==> config.mk <==
export PLATFORM = sky130hd
export DESIGN_NAME = ibtq_top
export DESIGN_NICKNAME = d
export VERILOG_FILES = /design/src/ibtq_axil_slave.v /design/src/ibtq_block_store.v /design/src/ibtq_top.v
export VERILOG_INCLUDE_DIRS = /design/src
export SDC_FILE = /design/constraint.sdc
export NUM_CORES = 1
export LEC_CHECK = 0
export BUFFER_PORTS_ARGS = -buffer_cell sky130_fd_sc_hd__buf_2
export CAP_MARGIN = 20
export CORE_AREA = 4 4 200 163
export DETAILED_ROUTE_END_ITERATION = 10
export DIE_AREA = 0 0 204 167
export GPL_ROUTABILITY_DRIVEN = 0
export HOLD_SLACK_MARGIN = 0.06
export PLACE_DENSITY_LB_ADDON = 0.2
export RECOVER_POWER = 50
export SLEW_MARGIN = 10
export SYNTH_ARGS = -nofsm -noshare
export SYNTH_HDL_FRONTEND = slang
export SYNTH_SLANG_ARGS = --single-unit
==> constraint.sdc <==
create_clock -name aclk -period 14.05 [get_ports aclk]
set_input_delay 1.405 -clock aclk [delete_from_list [all_inputs] [get_ports aclk]]
set_output_delay 1.405 -clock aclk [all_outputs]
set_load 0.01 [all_outputs]
==> src/ibtq_consts.vh <==
// constants for the image block transfer queue
`ifndef IBTQ_CONSTS_VH
`define IBTQ_CONSTS_VH
// register byte offsets
`define IBTQ_OFS_CONTROL 8'h00
`define IBTQ_OFS_BLOCKS 8'h04
`define IBTQ_OFS_COMMAND 8'h08
`define IBTQ_OFS_CAPACITY 8'h0c
`define IBTQ_OFS_OCCUPANCY 8'h10
`define IBTQ_OFS_DROPS 8'h14
`define IBTQ_OFS_IRQ_STATUS 8'h18
`define IBTQ_OFS_IRQ_MASK 8'h1c
// control register fields
`define IBTQ_CTL_METHOD_LSB 0
`define IBTQ_CTL_METHOD_MSB 1
`define IBTQ_CTL_OPMODE_BIT 4
`define IBTQ_CTL_POLICY_LSB 8
`define IBTQ_CTL_POLICY_MSB 9
`define IBTQ_CTL_CLOSE_BIT 12
// control method encodings
`define IBTQ_METHOD_BASIC 2'h0
`define IBTQ_METHOD_AUTO 2'h1
`define IBTQ_METHOD_USER 2'h2
// operating mode encodings
`define IBTQ_OPMODE_CONT 1'h0
`define IBTQ_OPMODE_MULTI 1'h1
// queue policy encoding
`define IBTQ_POLICY_OLDEST_FIRST 2'h0
// command register bits
`define IBTQ_CMD_GO_BIT 0
`define IBTQ_CMD_HALT_BIT 1
// interrupt status bits
`define IBTQ_IRQ_DROP_BIT 0
`define IBTQ_IRQ_SENT_BIT 1
`define IBTQ_IRQ_DONE_BIT 2
// queue geometry
`define IBTQ_DEPTH 4
`define IBTQ_AW 2
`define IBTQ_CW 3
`define IBTQ_BLKW 16
`define IBTQ_PKT_WORDS 16'h0004
// reset values
`define IBTQ_RST_BLOCKS 32'h00000001
`endif

==> src/ibtq_axil_slave.v <==
// axi4-lite register slave for the transfer queue
`default_nettype none
`include "ibtq_consts.vh"
module ibtq_axil_slave (
	// clock, reset, enable
	input wire aclk,
	input wire aresetn,
	input wire ce,
	// axi write channels
	input wire [7:0] s_axi_awaddr,
	input wire s_axi_awvalid,
	output reg s_axi_awready,
	input wire [31:0] s_axi_wdata,
	input wire [3:0] s_axi_wstrb,
	input wire s_axi_wvalid,
	output reg s_axi_wready,
	output reg [1:0] s_axi_bresp,
	output reg s_axi_bvalid,
	input wire s_axi_bready,
	// axi read channels
	input wire [7:0] s_axi_araddr,
	input wire s_axi_arvalid,
	output reg s_axi_arready,
	output reg [31:0] s_axi_rdata,
	output reg [1:0] s_axi_rresp,
	output reg s_axi_rvalid,
	input wire s_axi_rready,
	// register side
	output reg wr_pulse,
	output reg [7:0] wr_addr,
	output reg [31:0] wr_data,
	output reg [3:0] wr_strb,
	output wire [7:0] rd_addr,
	input wire [31:0] rd_data,
	input wire rd_hit
);
	reg aw_have_reg;
	reg w_have_reg;
	reg [7:0] araddr_reg;
	reg rd_pend_reg;
	assign rd_addr = araddr_reg;
	// ************************************
	// write path
	// ************************************
	always @(posedge aclk) begin
		if (!aresetn) begin
			s_axi_awready <= 1'b1;
			s_axi_wready <= 1'b1;
			aw_have_reg <= 1'b0;
			w_have_reg <= 1'b0;
			s_axi_bvalid <= 1'b0;
			s_axi_bresp <= 2'h0;
			wr_pulse <= 1'b0;
			wr_addr <= 8'h00;
			wr_data <= 32'h00000000;
			wr_strb <= 4'h0;
		end else if (ce) begin
			wr_pulse <= 1'b0;
			if (s_axi_awvalid && s_axi_awready) begin
				wr_addr <= s_axi_awaddr;
				aw_have_reg <= 1'b1;
				s_axi_awready <= 1'b0;
			end
			if (s_axi_wvalid && s_axi_wready) begin
				wr_data <= s_axi_wdata;
				wr_strb <= s_axi_wstrb;
				w_have_reg <= 1'b1;
				s_axi_wready <= 1'b0;
			end
			if (aw_have_reg && w_have_reg && !s_axi_bvalid) begin
				wr_pulse <= 1'b1;
				s_axi_bvalid <= 1'b1;
				s_axi_bresp <= (wr_addr <= `IBTQ_OFS_IRQ_MASK && wr_addr[1:0] == 2'h0) ?
					2'h0 : 2'h2;
				aw_have_reg <= 1'b0;
				w_have_reg <= 1'b0;
			end
			if (s_axi_bvalid && s_axi_bready) begin
				s_axi_bvalid <= 1'b0;
				s_axi_awready <= 1'b1;
				s_axi_wready <= 1'b1;
			end
		end
	end
	// ************************************
	// read path
	// ************************************
	always @(posedge aclk) begin
		if (!aresetn) begin
			s_axi_arready <= 1'b1;
			araddr_reg <= 8'h00;
			rd_pend_reg <= 1'b0;
			s_axi_rvalid <= 1'b0;
			s_axi_rdata <= 32'h00000000;
			s_axi_rresp <= 2'h0;
		end else if (ce) begin
			if (s_axi_arvalid && s_axi_arready) begin
				araddr_reg <= s_axi_araddr;
				s_axi_arready <= 1'b0;
				rd_pend_reg <= 1'b1;
			end
			if (rd_pend_reg) begin
				rd_pend_reg <= 1'b0;
				s_axi_rvalid <= 1'b1;
				s_axi_rdata <= rd_hit ? rd_data : 32'h00000000;
				s_axi_rresp <= rd_hit ? 2'h0 : 2'h2;
			end
			if (s_axi_rvalid && s_axi_rready) begin
				s_axi_rvalid <= 1'b0;
				s_axi_arready <= 1'b1;
			end
		end
	end
endmodule // ibtq_axil_slave
`default_nettype wire

==> src/ibtq_block_store.v <==
// queue slot storage: block length per slot
`default_nettype none
`include "ibtq_consts.vh"
module ibtq_block_store (
	// clock, reset, enable
	input wire aclk,
	input wire aresetn,
	input wire ce,
	// write port
	input wire wr_en,
	input wire [`IBTQ_AW-1:0] wr_idx,
	input wire [`IBTQ_BLKW-1:0] wr_len,
	// read port
	input wire [`IBTQ_AW-1:0] rd_idx,
	output wire [`IBTQ_BLKW-1:0] rd_len
);
	reg [`IBTQ_BLKW-1:0] mem_reg [0:`IBTQ_DEPTH-1];
	integer i;
	assign rd_len = mem_reg[rd_idx];
	always @(posedge aclk) begin
		if (!aresetn) begin
			for (i = 0; i < `IBTQ_DEPTH; i = i + 1) begin
				mem_reg[i] <= {`IBTQ_BLKW{1'b0}};
			end
		end else if (ce && wr_en) begin
			mem_reg[wr_idx] <= wr_len;
		end
	end
endmodule // ibtq_block_store
`default_nettype wire

==> src/ibtq_top.v <==
// image block transfer queue: top level
// Function
// - basic/automatic: start sending once one packet's worth of block is buffered
// - user-controlled method: transmission governed by host commands only
// - user continuous: send back to back while go/halt gate streaming
// - multi block: after go, send the programmed count (one block if the count is 0), then stop
// - host-writable block count holds number of blocks to stream
// - block count only matters in multi-block mode
// - read-only queue capacity in blocks
// - read-only occupancy equals blocks held in the queue
// - read-only count of blocks dropped before transmission
// - host-writable queue policy; oldest-first is the only value
// - write-only go command starts streaming; the command offset reads back the streaming state in bit 0
// - write-only halt command stops streaming
// - halt lets the block in progress finish
// - go and halt act only in user-controlled method
// - full queue: new block overwrites oldest unsent block, drop count +1
// - oldest block is always sent next; an overwrite while the head is in flight puts the new block at head+1 next
// - acquisition never disturbs queue; closing the stream clears it
//
// Decided for this implementation: the address map and register access over AXI4-Lite.
`default_nettype none
`include "ibtq_consts.vh"
module ibtq_top (
	// clock, reset, enable
	input wire aclk,
	input wire aresetn,
	input wire ce,
	// axi write channels
	input wire [7:0] s_axi_awaddr,
	input wire s_axi_awvalid,
	output wire s_axi_awready,
	input wire [31:0] s_axi_wdata,
	input wire [3:0] s_axi_wstrb,
	input wire s_axi_wvalid,
	output wire s_axi_wready,
	output wire [1:0] s_axi_bresp,
	output wire s_axi_bvalid,
	input wire s_axi_bready,
	// axi read channels
	input wire [7:0] s_axi_araddr,
	input wire s_axi_arvalid,
	output wire s_axi_arready,
	output wire [31:0] s_axi_rdata,
	output wire [1:0] s_axi_rresp,
	output wire s_axi_rvalid,
	input wire s_axi_rready,
	// finished blocks from acquisition path
	input wire blk_done,
	input wire [15:0] blk_len,
	input wire blk_word,
	// stream channel words out
	output reg tx_word,
	output reg tx_first,
	output reg tx_last,
	input wire tx_ready,
	// interrupt
	output reg irq
);
	// ************************************
	// registers
	// ************************************
	reg [1:0] xfer_control_method;
	reg xfer_operating_mode;
	reg [1:0] queue_policy;
	reg stream_close_reg;
	reg [31:0] blocks_to_send;
	reg [`IBTQ_CW-1:0] queue_occupancy;
	reg [31:0] queue_drop_count;
	reg [2:0] irq_status_reg;
	reg [2:0] irq_mask_reg;
	reg [`IBTQ_AW-1:0] head_reg;
	reg [`IBTQ_AW-1:0] tail_reg;
	reg streaming_reg;
	reg [31:0] sent_count_reg;
	reg [15:0] fill_words_reg;
	reg [15:0] tx_left_reg;
	reg live_reg;
	reg cut_reg;
	reg [15:0] live_sent_reg;
	reg [1:0] state_reg;
	reg [1:0] state_next;
	localparam S_IDLE = 2'h0;
	localparam S_SEND = 2'h1;
	wire wr_pulse;
	wire [7:0] wr_addr;
	wire [31:0] wr_data;
	wire [3:0] wr_strb;
	wire [7:0] rd_addr;
	reg [31:0] rd_data;
	reg rd_hit;
	wire [`IBTQ_BLKW-1:0] head_len;
	wire [31:0] depth_word = `IBTQ_DEPTH;
	wire [`IBTQ_CW-1:0] capacity = depth_word[`IBTQ_CW-1:0];
	// ************************************
	// bus slave and slot storage
	// ************************************
	ibtq_axil_slave u_bus (
		.aclk(aclk), .aresetn(aresetn), .ce(ce),
		.s_axi_awaddr(s_axi_awaddr), .s_axi_awvalid(s_axi_awvalid),
		.s_axi_awready(s_axi_awready), .s_axi_wdata(s_axi_wdata),
		.s_axi_wstrb(s_axi_wstrb), .s_axi_wvalid(s_axi_wvalid),
		.s_axi_wready(s_axi_wready), .s_axi_bresp(s_axi_bresp),
		.s_axi_bvalid(s_axi_bvalid), .s_axi_bready(s_axi_bready),
		.s_axi_araddr(s_axi_araddr), .s_axi_arvalid(s_axi_arvalid),
		.s_axi_arready(s_axi_arready), .s_axi_rdata(s_axi_rdata),
		.s_axi_rresp(s_axi_rresp), .s_axi_rvalid(s_axi_rvalid),
		.s_axi_rready(s_axi_rready),
		.wr_pulse(wr_pulse), .wr_addr(wr_addr), .wr_data(wr_data),
		.wr_strb(wr_strb), .rd_addr(rd_addr), .rd_data(rd_data), .rd_hit(rd_hit)
	);
	wire full = (queue_occupancy == capacity);
	wire empty = (queue_occupancy == {`IBTQ_CW{1'b0}});
	wire sending = (state_reg == S_SEND);
	// slot being filled is the tail; head slot is locked while being sent
	wire head_locked = sending && !cut_reg;
	// a block already going out cut-through does not enter the queue
	wire arrive = blk_done && !live_reg;
	// overwrite oldest unsent: head if idle, head+1 if head is in flight
	wire [`IBTQ_AW-1:0] victim = head_locked ? head_reg + 1'b1 : head_reg;
	wire can_drop = full && !(head_locked && queue_occupancy == 3'h1);
	wire wr_fire = arrive && (!full || can_drop);
	wire [`IBTQ_AW-1:0] wr_slot = full ? victim : tail_reg;
	ibtq_block_store u_store (
		.aclk(aclk), .aresetn(aresetn), .ce(ce),
		.wr_en(wr_fire), .wr_idx(wr_slot), .wr_len(blk_len),
		.rd_idx(head_reg), .rd_len(head_len)
	);
	// ************************************
	// register writes
	// ************************************
	wire wr_ctl = wr_pulse && wr_addr == `IBTQ_OFS_CONTROL && wr_strb[0];
	wire wr_cmd = wr_pulse && wr_addr == `IBTQ_OFS_COMMAND && wr_strb[0];
	wire is_user = (xfer_control_method == `IBTQ_METHOD_USER);
	wire go_cmd = wr_cmd && wr_data[`IBTQ_CMD_GO_BIT] && is_user;
	wire halt_cmd = wr_cmd && wr_data[`IBTQ_CMD_HALT_BIT] && is_user;
	wire multi = is_user && xfer_operating_mode == `IBTQ_OPMODE_MULTI;
	// while a block is still arriving, one word is held back until its length is known
	wire word_ok = !live_reg || (live_sent_reg + 16'h0001 < fill_words_reg);
	wire send_now = sending && tx_ready && word_ok;
	wire blk_end = send_now && !live_reg && tx_left_reg == 16'h0001;
	wire close_now = stream_close_reg;
	always @(posedge aclk) begin
		if (!aresetn) begin
			xfer_control_method <= `IBTQ_METHOD_BASIC;
			xfer_operating_mode <= `IBTQ_OPMODE_CONT;
			queue_policy <= `IBTQ_POLICY_OLDEST_FIRST;
			stream_close_reg <= 1'b0;
			blocks_to_send <= `IBTQ_RST_BLOCKS;
			irq_mask_reg <= 3'h0;
		end else if (ce) begin
			if (wr_ctl) begin
				xfer_control_method <= wr_data[`IBTQ_CTL_METHOD_MSB:`IBTQ_CTL_METHOD_LSB];
				if (wr_strb[1]) begin
					// only oldest-first is accepted; others keep the old value
					if (wr_data[`IBTQ_CTL_POLICY_MSB:`IBTQ_CTL_POLICY_LSB] ==
						`IBTQ_POLICY_OLDEST_FIRST) begin
						queue_policy <= `IBTQ_POLICY_OLDEST_FIRST;
					end
					stream_close_reg <= wr_data[`IBTQ_CTL_CLOSE_BIT];
				end
				xfer_operating_mode <= wr_data[`IBTQ_CTL_OPMODE_BIT];
			end
			if (wr_pulse && wr_addr == `IBTQ_OFS_BLOCKS && wr_strb == 4'hf) begin
				blocks_to_send <= wr_data;
			end
			if (wr_pulse && wr_addr == `IBTQ_OFS_IRQ_MASK && wr_strb[0]) begin
				irq_mask_reg <= wr_data[2:0];
			end
		end
	end
	// ************************************
	// queue, streaming gate and sender
	// ************************************
	// basic/auto: always streaming; user: gated by go/halt
	wire gate_open = is_user ? streaming_reg : 1'b1;
	// cut-through: head may start once a packet is buffered or block complete
	wire head_ready = !empty && !close_now && gate_open;
	wire pkt_ready = (fill_words_reg >= `IBTQ_PKT_WORDS);
	wire cut_start = (state_reg == S_IDLE) && empty && pkt_ready && gate_open && !close_now
		&& !blk_done;
	wire start_tx = ((state_reg == S_IDLE) && head_ready) || cut_start;
	always @* begin
		state_next = state_reg;
		case (state_reg)
			S_IDLE: begin
				if (start_tx) begin
					state_next = S_SEND;
				end
			end
			S_SEND: begin
				if (blk_end) begin
					state_next = S_IDLE;
				end
			end
			default: begin
				state_next = S_IDLE;
			end
		endcase
	end
	always @(posedge aclk) begin
		if (!aresetn) begin
			state_reg <= S_IDLE;
			head_reg <= {`IBTQ_AW{1'b0}};
			tail_reg <= {`IBTQ_AW{1'b0}};
			queue_occupancy <= {`IBTQ_CW{1'b0}};
			queue_drop_count <= 32'h00000000;
			streaming_reg <= 1'b0;
			sent_count_reg <= 32'h00000000;
			fill_words_reg <= 16'h0000;
			tx_left_reg <= 16'h0000;
			live_reg <= 1'b0;
			cut_reg <= 1'b0;
			live_sent_reg <= 16'h0000;
			tx_word <= 1'b0;
			tx_first <= 1'b0;
			tx_last <= 1'b0;
			irq_status_reg <= 3'h0;
			irq <= 1'b0;
		end else if (ce) begin
			state_reg <= state_next;
			tx_word <= 1'b0;
			tx_first <= 1'b0;
			tx_last <= 1'b0;
			// words of the block being acquired, for cut-through start
			fill_words_reg <= blk_done ? 16'h0000 : fill_words_reg + {15'h0000, blk_word};
			if (close_now) begin
				// closing the stream drops queue and pending sends
				head_reg <= {`IBTQ_AW{1'b0}};
				tail_reg <= {`IBTQ_AW{1'b0}};
				queue_occupancy <= {`IBTQ_CW{1'b0}};
				streaming_reg <= 1'b0;
				if (!sending) begin
					state_reg <= S_IDLE;
				end
			end else begin
				if (wr_fire && !full) begin
					tail_reg <= tail_reg + 1'b1;
				end
				if (arrive && full && can_drop) begin
					queue_drop_count <= queue_drop_count + 32'h00000001;
				end
				if (blk_end && !cut_reg) begin
					head_reg <= head_reg + 1'b1;
				end
				// full and head not in flight: oldest overwritten in place, ring turns by one
				if (arrive && full && can_drop && !head_locked) begin
					head_reg <= head_reg + 1'b1;
					tail_reg <= tail_reg + 1'b1;
				end
				// occupancy bounded by capacity via full check
				case ({wr_fire && !full, blk_end && !cut_reg})
					2'b10: queue_occupancy <= queue_occupancy + 1'b1;
					2'b01: queue_occupancy <= queue_occupancy - 1'b1;
					default: queue_occupancy <= queue_occupancy;
				endcase
				if (go_cmd) begin
					streaming_reg <= 1'b1;
					sent_count_reg <= 32'h00000000;
				end else if (halt_cmd) begin
					streaming_reg <= 1'b0;
				end else if (blk_end && multi) begin
					sent_count_reg <= sent_count_reg + 32'h00000001;
					if (sent_count_reg + 32'h00000001 >= blocks_to_send) begin
						streaming_reg <= 1'b0;
					end
				end
			end
			if (start_tx) begin
				tx_left_reg <= head_len;
				tx_first <= 1'b1;
				live_reg <= cut_start;
				cut_reg <= cut_start;
				live_sent_reg <= 16'h0000;
			end
			if (send_now) begin
				tx_word <= 1'b1;
				tx_last <= !live_reg && (tx_left_reg == 16'h0001);
				tx_left_reg <= tx_left_reg - 16'h0001;
				live_sent_reg <= live_sent_reg + 16'h0001;
			end
			// length known at last: what is left after this cycle's word
			if (live_reg && blk_done) begin
				live_reg <= 1'b0;
				tx_left_reg <= blk_len - live_sent_reg - {15'h0000, send_now};
			end
			// sticky events: set wins over write-one-to-clear
			irq_status_reg <= (irq_status_reg &
				~((wr_pulse && wr_addr == `IBTQ_OFS_IRQ_STATUS) ? wr_data[2:0] : 3'h0))
				| {(blk_end && multi && sent_count_reg + 32'h00000001 >= blocks_to_send),
				blk_end, (arrive && full && can_drop)};
			irq <= |(irq_status_reg & irq_mask_reg);
		end
	end
	// ************************************
	// register reads
	// ************************************
	always @* begin
		rd_hit = 1'b1;
		rd_data = 32'h00000000;
		case (rd_addr)
			`IBTQ_OFS_CONTROL: rd_data = {19'h00000, stream_close_reg, 2'h0, queue_policy,
				3'h0, xfer_operating_mode, 2'h0, xfer_control_method};
			`IBTQ_OFS_BLOCKS: rd_data = blocks_to_send;
			`IBTQ_OFS_COMMAND: rd_data = {31'h00000000, streaming_reg};
			`IBTQ_OFS_CAPACITY: rd_data = {29'h00000000, capacity};
			`IBTQ_OFS_OCCUPANCY: rd_data = {29'h00000000, queue_occupancy};
			`IBTQ_OFS_DROPS: rd_data = queue_drop_count;
			`IBTQ_OFS_IRQ_STATUS: rd_data = {29'h00000000, irq_status_reg};
			`IBTQ_OFS_IRQ_MASK: rd_data = {29'h00000000, irq_mask_reg};
			default: rd_hit = 1'b0;
		endcase
	end
endmodule // ibtq_top
`default_nettype wire

==> flow_summary.ini, run 1 <==
[outcome]
status = finished with violations
failed_checks = capacitance limit, slew limit

[critical_path]
worst_path_max_delay_cell = clkbuf_1
required_ns = 14.20
arrival_ns = 6.14
crit_path_end_kind = flip-flop
critical_path.startpoint_type = input port
slowest_delay_ns = 1.44
cp_max_fo = 45
worst-setup-path-type = input port to flip-flop
path_cells = buf_2 -> clkbuf_1 -> nand2_1 -> nor2_1 -> clkbuf_1 -> nand3_1 -> nand2_1

[place]
post_dp_cell_area_mm2 = 0.0176
pre_cts_ws_ns = 8.20
portBuffers = 121
hpwl_um = 29400

[timing]
worstMarginPinSlew_ns = 2.03
period_minus_slack_ns = 5.99
hold_viol = 0
timing.fmax_mhz = 167
fin_skew_ns = 0.0109
maxSlewViolCount = 84
rsz0062_at_grt = no
setup-tns-final_ns = 0
fin_ws_ns = 8.06
period_share_pct = 42.6
slew-limit-headroom_pct = -35.3
setup_violations = 0

[final_layout]
area_delta_synth_final_pct = 12.9
fin_nets = 2142
antennaDiodeCount = 0
drive_above_1_share_pct = 9.50
largest_reg_flops = 64
fin_area_mm2 = 0.0188

[min_path]
hold_class = flip-flop to flip-flop

[yosys]
synth_compound_area_share_pct = 13.8
synth_xor_area_share_pct = 5.88
ys.flop_type = dfxtp_1
synth.avg_cell_area_um2 = 8.82
synth_cell_types = 72
synthesis.area_mm2 = 0.0167
synth_top_family_by_area = simple AND/OR/NAND/NOR gates
synth-async-reset-ratio_pct = 0
synthCells = 1891
synth_adder_area_share_pct = 6.70
yosys_warnings = 0
ys_seq_area_share_pct = 43.6
ys_seq_elements = 331
synth_edf_count = 64
muxShareOfSynthArea_pct = 5.45
synthSimpleGateAreaFrac_pct = 19.3

[routing]
wl_um = 41900
antenna_left = 0
drtPass1Iterations = 5
drtIter0Drc = 973
drc = 0
num_vias = 13700
wl_per_cell_um = 17.4
viasPerCell = 5.66

[global_routing]
grt_max_degree = 85
grt_pass1_wl_um = 67500
first_global_vias = 12900
antenna_found_initial = 0
grt_use_total_pct = 24.0
grt_overflow = 0

[clock_network]
cts_tree = done
path_clk_slew_ns = 0.06
insertion_delay_ns = 0.53
cts_made_buffers = 35
clkSinkCount = 331
post_cts_resized = 0
clk_path_buf_depth = 3
cts_root_buf = clkbuf_16
hold_buffers = 0
post_cts_buffers = 0
htree_levels = 2

[floorplanning]
io_pins = 124
core_area_mm2 = 0.0303
die_h_um = 167
fp.dieW_um = 204
start_util_pct = 55.0
rows = 57
die_area_mm2 = 0.0341

[power]
ir_worst_vdd_uv = 90.0
pwr_density_cell_mw_per_mm2 = 118
p_leak_nw = 7.47

[flow_run]
drv_cap = 2
power breakdown:
part | total (mW) | internal [mW] | switching [mW]
clock network | 1.05 | 0.661 | 0.392
registers | 1.00 | 0.989 | 0.0156
logic | 0.157 | 0.0565 | 0.101
area by class of cell:
cell class	count	area (µm²)
inverter	121	458
fill	2625	11500
clock inverter	22	345
multi-input combinational	1346	8540
sequential	331	7270
tap	413	517
timing repair buffer	140	719
clock buffer	41	971
metrics by stage:
stage / std cells / power, mW / util (%) / hold slack [ns]
2_1_floorplan: 1892 / 1.13 / - / 0.431
3_3_place_gp: 2348 / 1.18 / 57.9 / 0.430
3_5_place_dp: 2350 / 1.18 / 58.0 / 0.437
4_1_cts: 2413 / 2.23 / 62.3 / 0.452
5_1_grt: 2414 / 2.29 / 62.1 / 0.475
6_report: 2414 / 2.22 / 62.1 / 0.451
cell families after synthesis:
logic type / Yosys count
xor gates and xnor gates: 112
other: 1
DFF: 331
buffers and inverters: 215
AOI/OAI and AO/OA: 378
adders and majority gates: 88
muxes: 69
and+or+nand+nor: 697
worst max-delay path: cells and delay by family:
kind,cells,cell delay [ns]
buffers and inverters,3,2.25
AND/OR/NAND/NOR,4,2.45
path summary, 6_finish.rpt:
path | start | slack, ns | cells after the start | endpoint
min reg2reg | u_bus.s_axi_rdata[18] | 0.45 | 2 | u_bus.s_axi_rdata[18]
max reg2reg | live_sent_reg[0] | 8.13 | 23 | tx_left_reg[15]
max | ce | 8.06 | 7 | u_store.mem_reg[2][8]
min | u_bus.s_axi_rdata[18] | 0.45 | 2 | u_bus.s_axi_rdata[18]
cell usage in the layout, fill, tap and decap left out, drive strengths merged, types with 17 or more instances in the layout:
| master | Yosys | final |
|---|---|---|
| dfxtp | 267 | 267 |
| nand2 | 256 | 256 |
| nor2 | 199 | 199 |
| a21oi | 151 | 151 |
| inv | 119 | 120 |
| buf | 21 | 91 |
| o21ai | 90 | 90 |
| clkbuf | 73 | 90 |
| ha | 86 | 86 |
| edfxtp | 64 | 64 |
| xnor2 | 61 | 61 |
| nand3 | 55 | 55 |
| xor2 | 51 | 51 |
| mux2i | 48 | 48 |
| a22oi | 34 | 34 |
| nand4 | 33 | 33 |
| nor3 | 29 | 29 |
| and2 | 27 | 27 |
| and3 | 23 | 23 |
| a22o | 21 | 21 |
| a21o | 17 | 17 |
| mux4 | 17 | 17 |
| a211oi | 17 | 17 |
cells in the mapped netlist, types with 3 or more instances:
master     number  area (µm²)
nor3b_1         3        22.5
a22oi_1        34         255
o21ai_0        80         400
and4_1         13         114
inv_1         119         447
nor2_1        199         747
mux2_2          4        45.0
buf_1          12        45.0
a21o_1         17         128
nor3_1         25         125
nand2b_1       10        62.6
nand3_1        55         275
o21a_1          5        37.5
mux4_2         17         383
nand2_1       255         957
and3_1         23         144
o21bai_1        3        22.5
o211ai_1        4        30.0
o31ai_1        12        90.1
or4_1           3        22.5
a21oi_1       150         751
and2_1         26         163
xor2_1         51         447
dfxtp_1       267        5350
clkbuf_1       73         274
nor3_2          3        30.0
or3_1          12        75.1
o2111ai_1       4        35.0
buf_6           5        56.3
nor4_1         14        87.6
a211oi_1       17         128
ha_1           86        1080
a22o_1         21         184
xnor2_1        61         534
nor2b_1         8        50.1
mux2i_1        48         480
nand4_1        33         206
o21ai_1        10        50.1
edfxtp_1       64        1920
per-layer routing:
| metal | share of wire [%] | vias to the layer above | global-route usage [%] |
|---|---|---|---|
| met4 | 1.6 | 0 | 5.42 |
| met2 | 41 | 432 | 35.0 |
| met1 | 49 | 6440 | 37.0 |
| met3 | 7.7 | 51 | 4.67 |
| li1 | - | 6735 | - |
| met5 | 0 | - | 0 |
(Power assumes the default switching activity.)
==> inputs of run 2 (changes only) <==
Clock period 14.05 ns to 6.2 ns, I/O delays scaled along.
==> run 2 against run 1 <==
Effect of this change: the run still ends with capacitance limit, slew limit left; flip-flop and latch count unchanged; power increased by 120%; final area down 0.78%; non-clock buffer count rose by 1; clock skew increased by 0.0043 ns; largest power group is now registers.
==> flow_summary.ini, run 2 (synthesis results as in run 1) <==
[min_path]
hold_path_depth = 3
hold_class = input port to flip-flop
hold_path.startpoint = s_axi_wdata[16]
min_to = u_bus.wr_data[16]

[place]
post_dp_cell_area_mm2 = 0.0176
pre_cts_ws_ns = 0.639
hpwl_um = 29500
portBuffers = 121

[critical_path]
worst-r2r-cell-count = 23
cp_max_fo = 6
required_ns = 6.55
r2r_end = tx_left_reg[15]
r2r_slack_ns = 0.56
crit_path_end_kind = flip-flop
reg2reg_from = live_sent_reg[0]
cp-startpoint = live_sent_reg[0]
critical_path.startpoint_type = flip-flop
worst-setup-path-type = flip-flop to flip-flop
arrival_ns = 5.99

[routing]
num_vias = 13600
drtIter0Drc = 1010
antenna_left = 0
wl_um = 42000
drtPass1Iterations = 6
wl_per_cell_um = 17.4
viasPerCell = 5.63
drc = 0

[timing]
setup_violations = 0
hold_viol = 0
maxSlewViolCount = 302
period_minus_slack_ns = 5.64
fin_ws_ns = 0.558
slew-limit-headroom_pct = -122
period_share_pct = 91.0
fin_skew_ns = 0.0152
setup-tns-final_ns = 0
rsz0062_at_grt = no
timing.fmax_mhz = 177
worstMarginPinSlew_ns = 3.33

[global_routing]
grt_pass1_wl_um = 67800
first_global_vias = 13000
grt_max_degree = 85
grt_overflow = 0
grt_use_total_pct = 24.0
antenna_found_initial = 0

[clock_network]
post_cts_buffers = 0
clkSinkCount = 331
insertion_delay_ns = 0.52
clk_path_buf_depth = 3
path_clk_slew_ns = 0.07
cts_root_buf = clkbuf_16
cts_tree = done
hold_buffers = 0
post_cts_resized = 0
cts_made_buffers = 36
htree_levels = 2

[flow_run]
drv_cap = 6

[floorplanning]
core_area_mm2 = 0.0303
die_h_um = 167
die_area_mm2 = 0.0341
rows = 57
fp.dieW_um = 204
start_util_pct = 55.0
io_pins = 124

[power]
ir_worst_vdd_uv = 141
pwr_density_cell_mw_per_mm2 = 259
power.total_mw = 4.83
p_leak_nw = 7.42

[final_layout]
area_delta_synth_final_pct = 12.0
layout_common_cells = 267 x dfxtp_1, 255 x nand2_1, 199 x nor2_1, 150 x a21oi_1, 119 x inv_1
fin_nets = 2144
drive_above_1_share_pct = 9.29
largest_reg_flops = 64
antennaDiodeCount = 0
fin_area_mm2 = 0.0187
layout_commonest_cell = dfxtp_1

[outcome]
failed_checks = capacitance limit, slew limit
status = finished with violations
## run 2: cell count changes in the layout (fill, tap and decap cells not counted), sizes merged
cell	before	now
clkinv	12	11
bufinv	9	4
buf	91	89
clkbuf	90	101
clkinvlp	2	1
## run 2: final cells by class
type                            instances  area (µm²)
Clock inverter                         15         181
Clock buffer                           49        1030
Inverter                              121         455
Multi-Input combinational cell       1346        8550
Timing Repair Buffer                  141         678
Sequential cell                       331        7270
Tap cell                              413         517
Fill cell                            2641       11600
## run 2: worst max-delay path by stage
stage | slack, ns | endpoint | depth (start not counted)
floorplan | 0.69 | tx_left_reg[15] | 23
global placement | 0.84 | tx_left_reg[15] | 22
detailed placement | 0.64 | tx_left_reg[15] | 23
CTS | 0.61 | tx_left_reg[15] | 23
global route | 0.17 | tx_left_reg[15] | 23
finish | 0.56 | tx_left_reg[15] | 23
## run 2: report_power, final
group          switching (mW)  internal, mW  total [mW]
Sequential             0.0365          2.24        2.28
Clock                   0.863          1.33        2.20
Combinational           0.227         0.128       0.355
## run 2: worst max-delay path, cell delays in order, from the launching register on
cell and delay, ns:
dfxtp_1 0.47, ha_1 0.27, and3_1 0.21, nand3_1 0.18, nor2_1 0.34, nand3_1 0.22, or2_2 0.37, xnor2_1 0.15
ha_1 0.33, and4_1 0.23, o2111ai_1 0.11, a21oi_1 0.22, o31ai_4 0.12, fa_1 0.51, inv_1 0.05, ha_1 0.16
o21ai_0 0.22, a211oi_1 0.18, a21o_1 0.23, a211oi_1 0.33, o21bai_1 0.10, a21oi_1 0.19, xnor2_1 0.14, o221ai_1 0.13
## run 2: per-layer routing
metal  vias to the layer above  track usage (%)  share of wire [%]
met4                         0             4.80                1.5
met3                        51             4.49                6.9
li1                       6744                -                  -
met2                       369             34.7                 42
met5                         -                0                  0
met1                      6448             37.5                 50
## run 2: metrics by stage
| step | cells | utilization (%) | hold WS [ns] |
|---|---|---|---|
| 2_1_floorplan | 1892 | - | 0.431 |
| 3_3_place_gp | 2350 | 57.9 | 0.430 |
| 3_5_place_dp | 2352 | 58.0 | 0.437 |
| 4_1_cts | 2416 | 62.0 | 0.332 |
| 5_1_grt | 2416 | 61.6 | 0.344 |
| 6_report | 2416 | 61.6 | 0.345 |
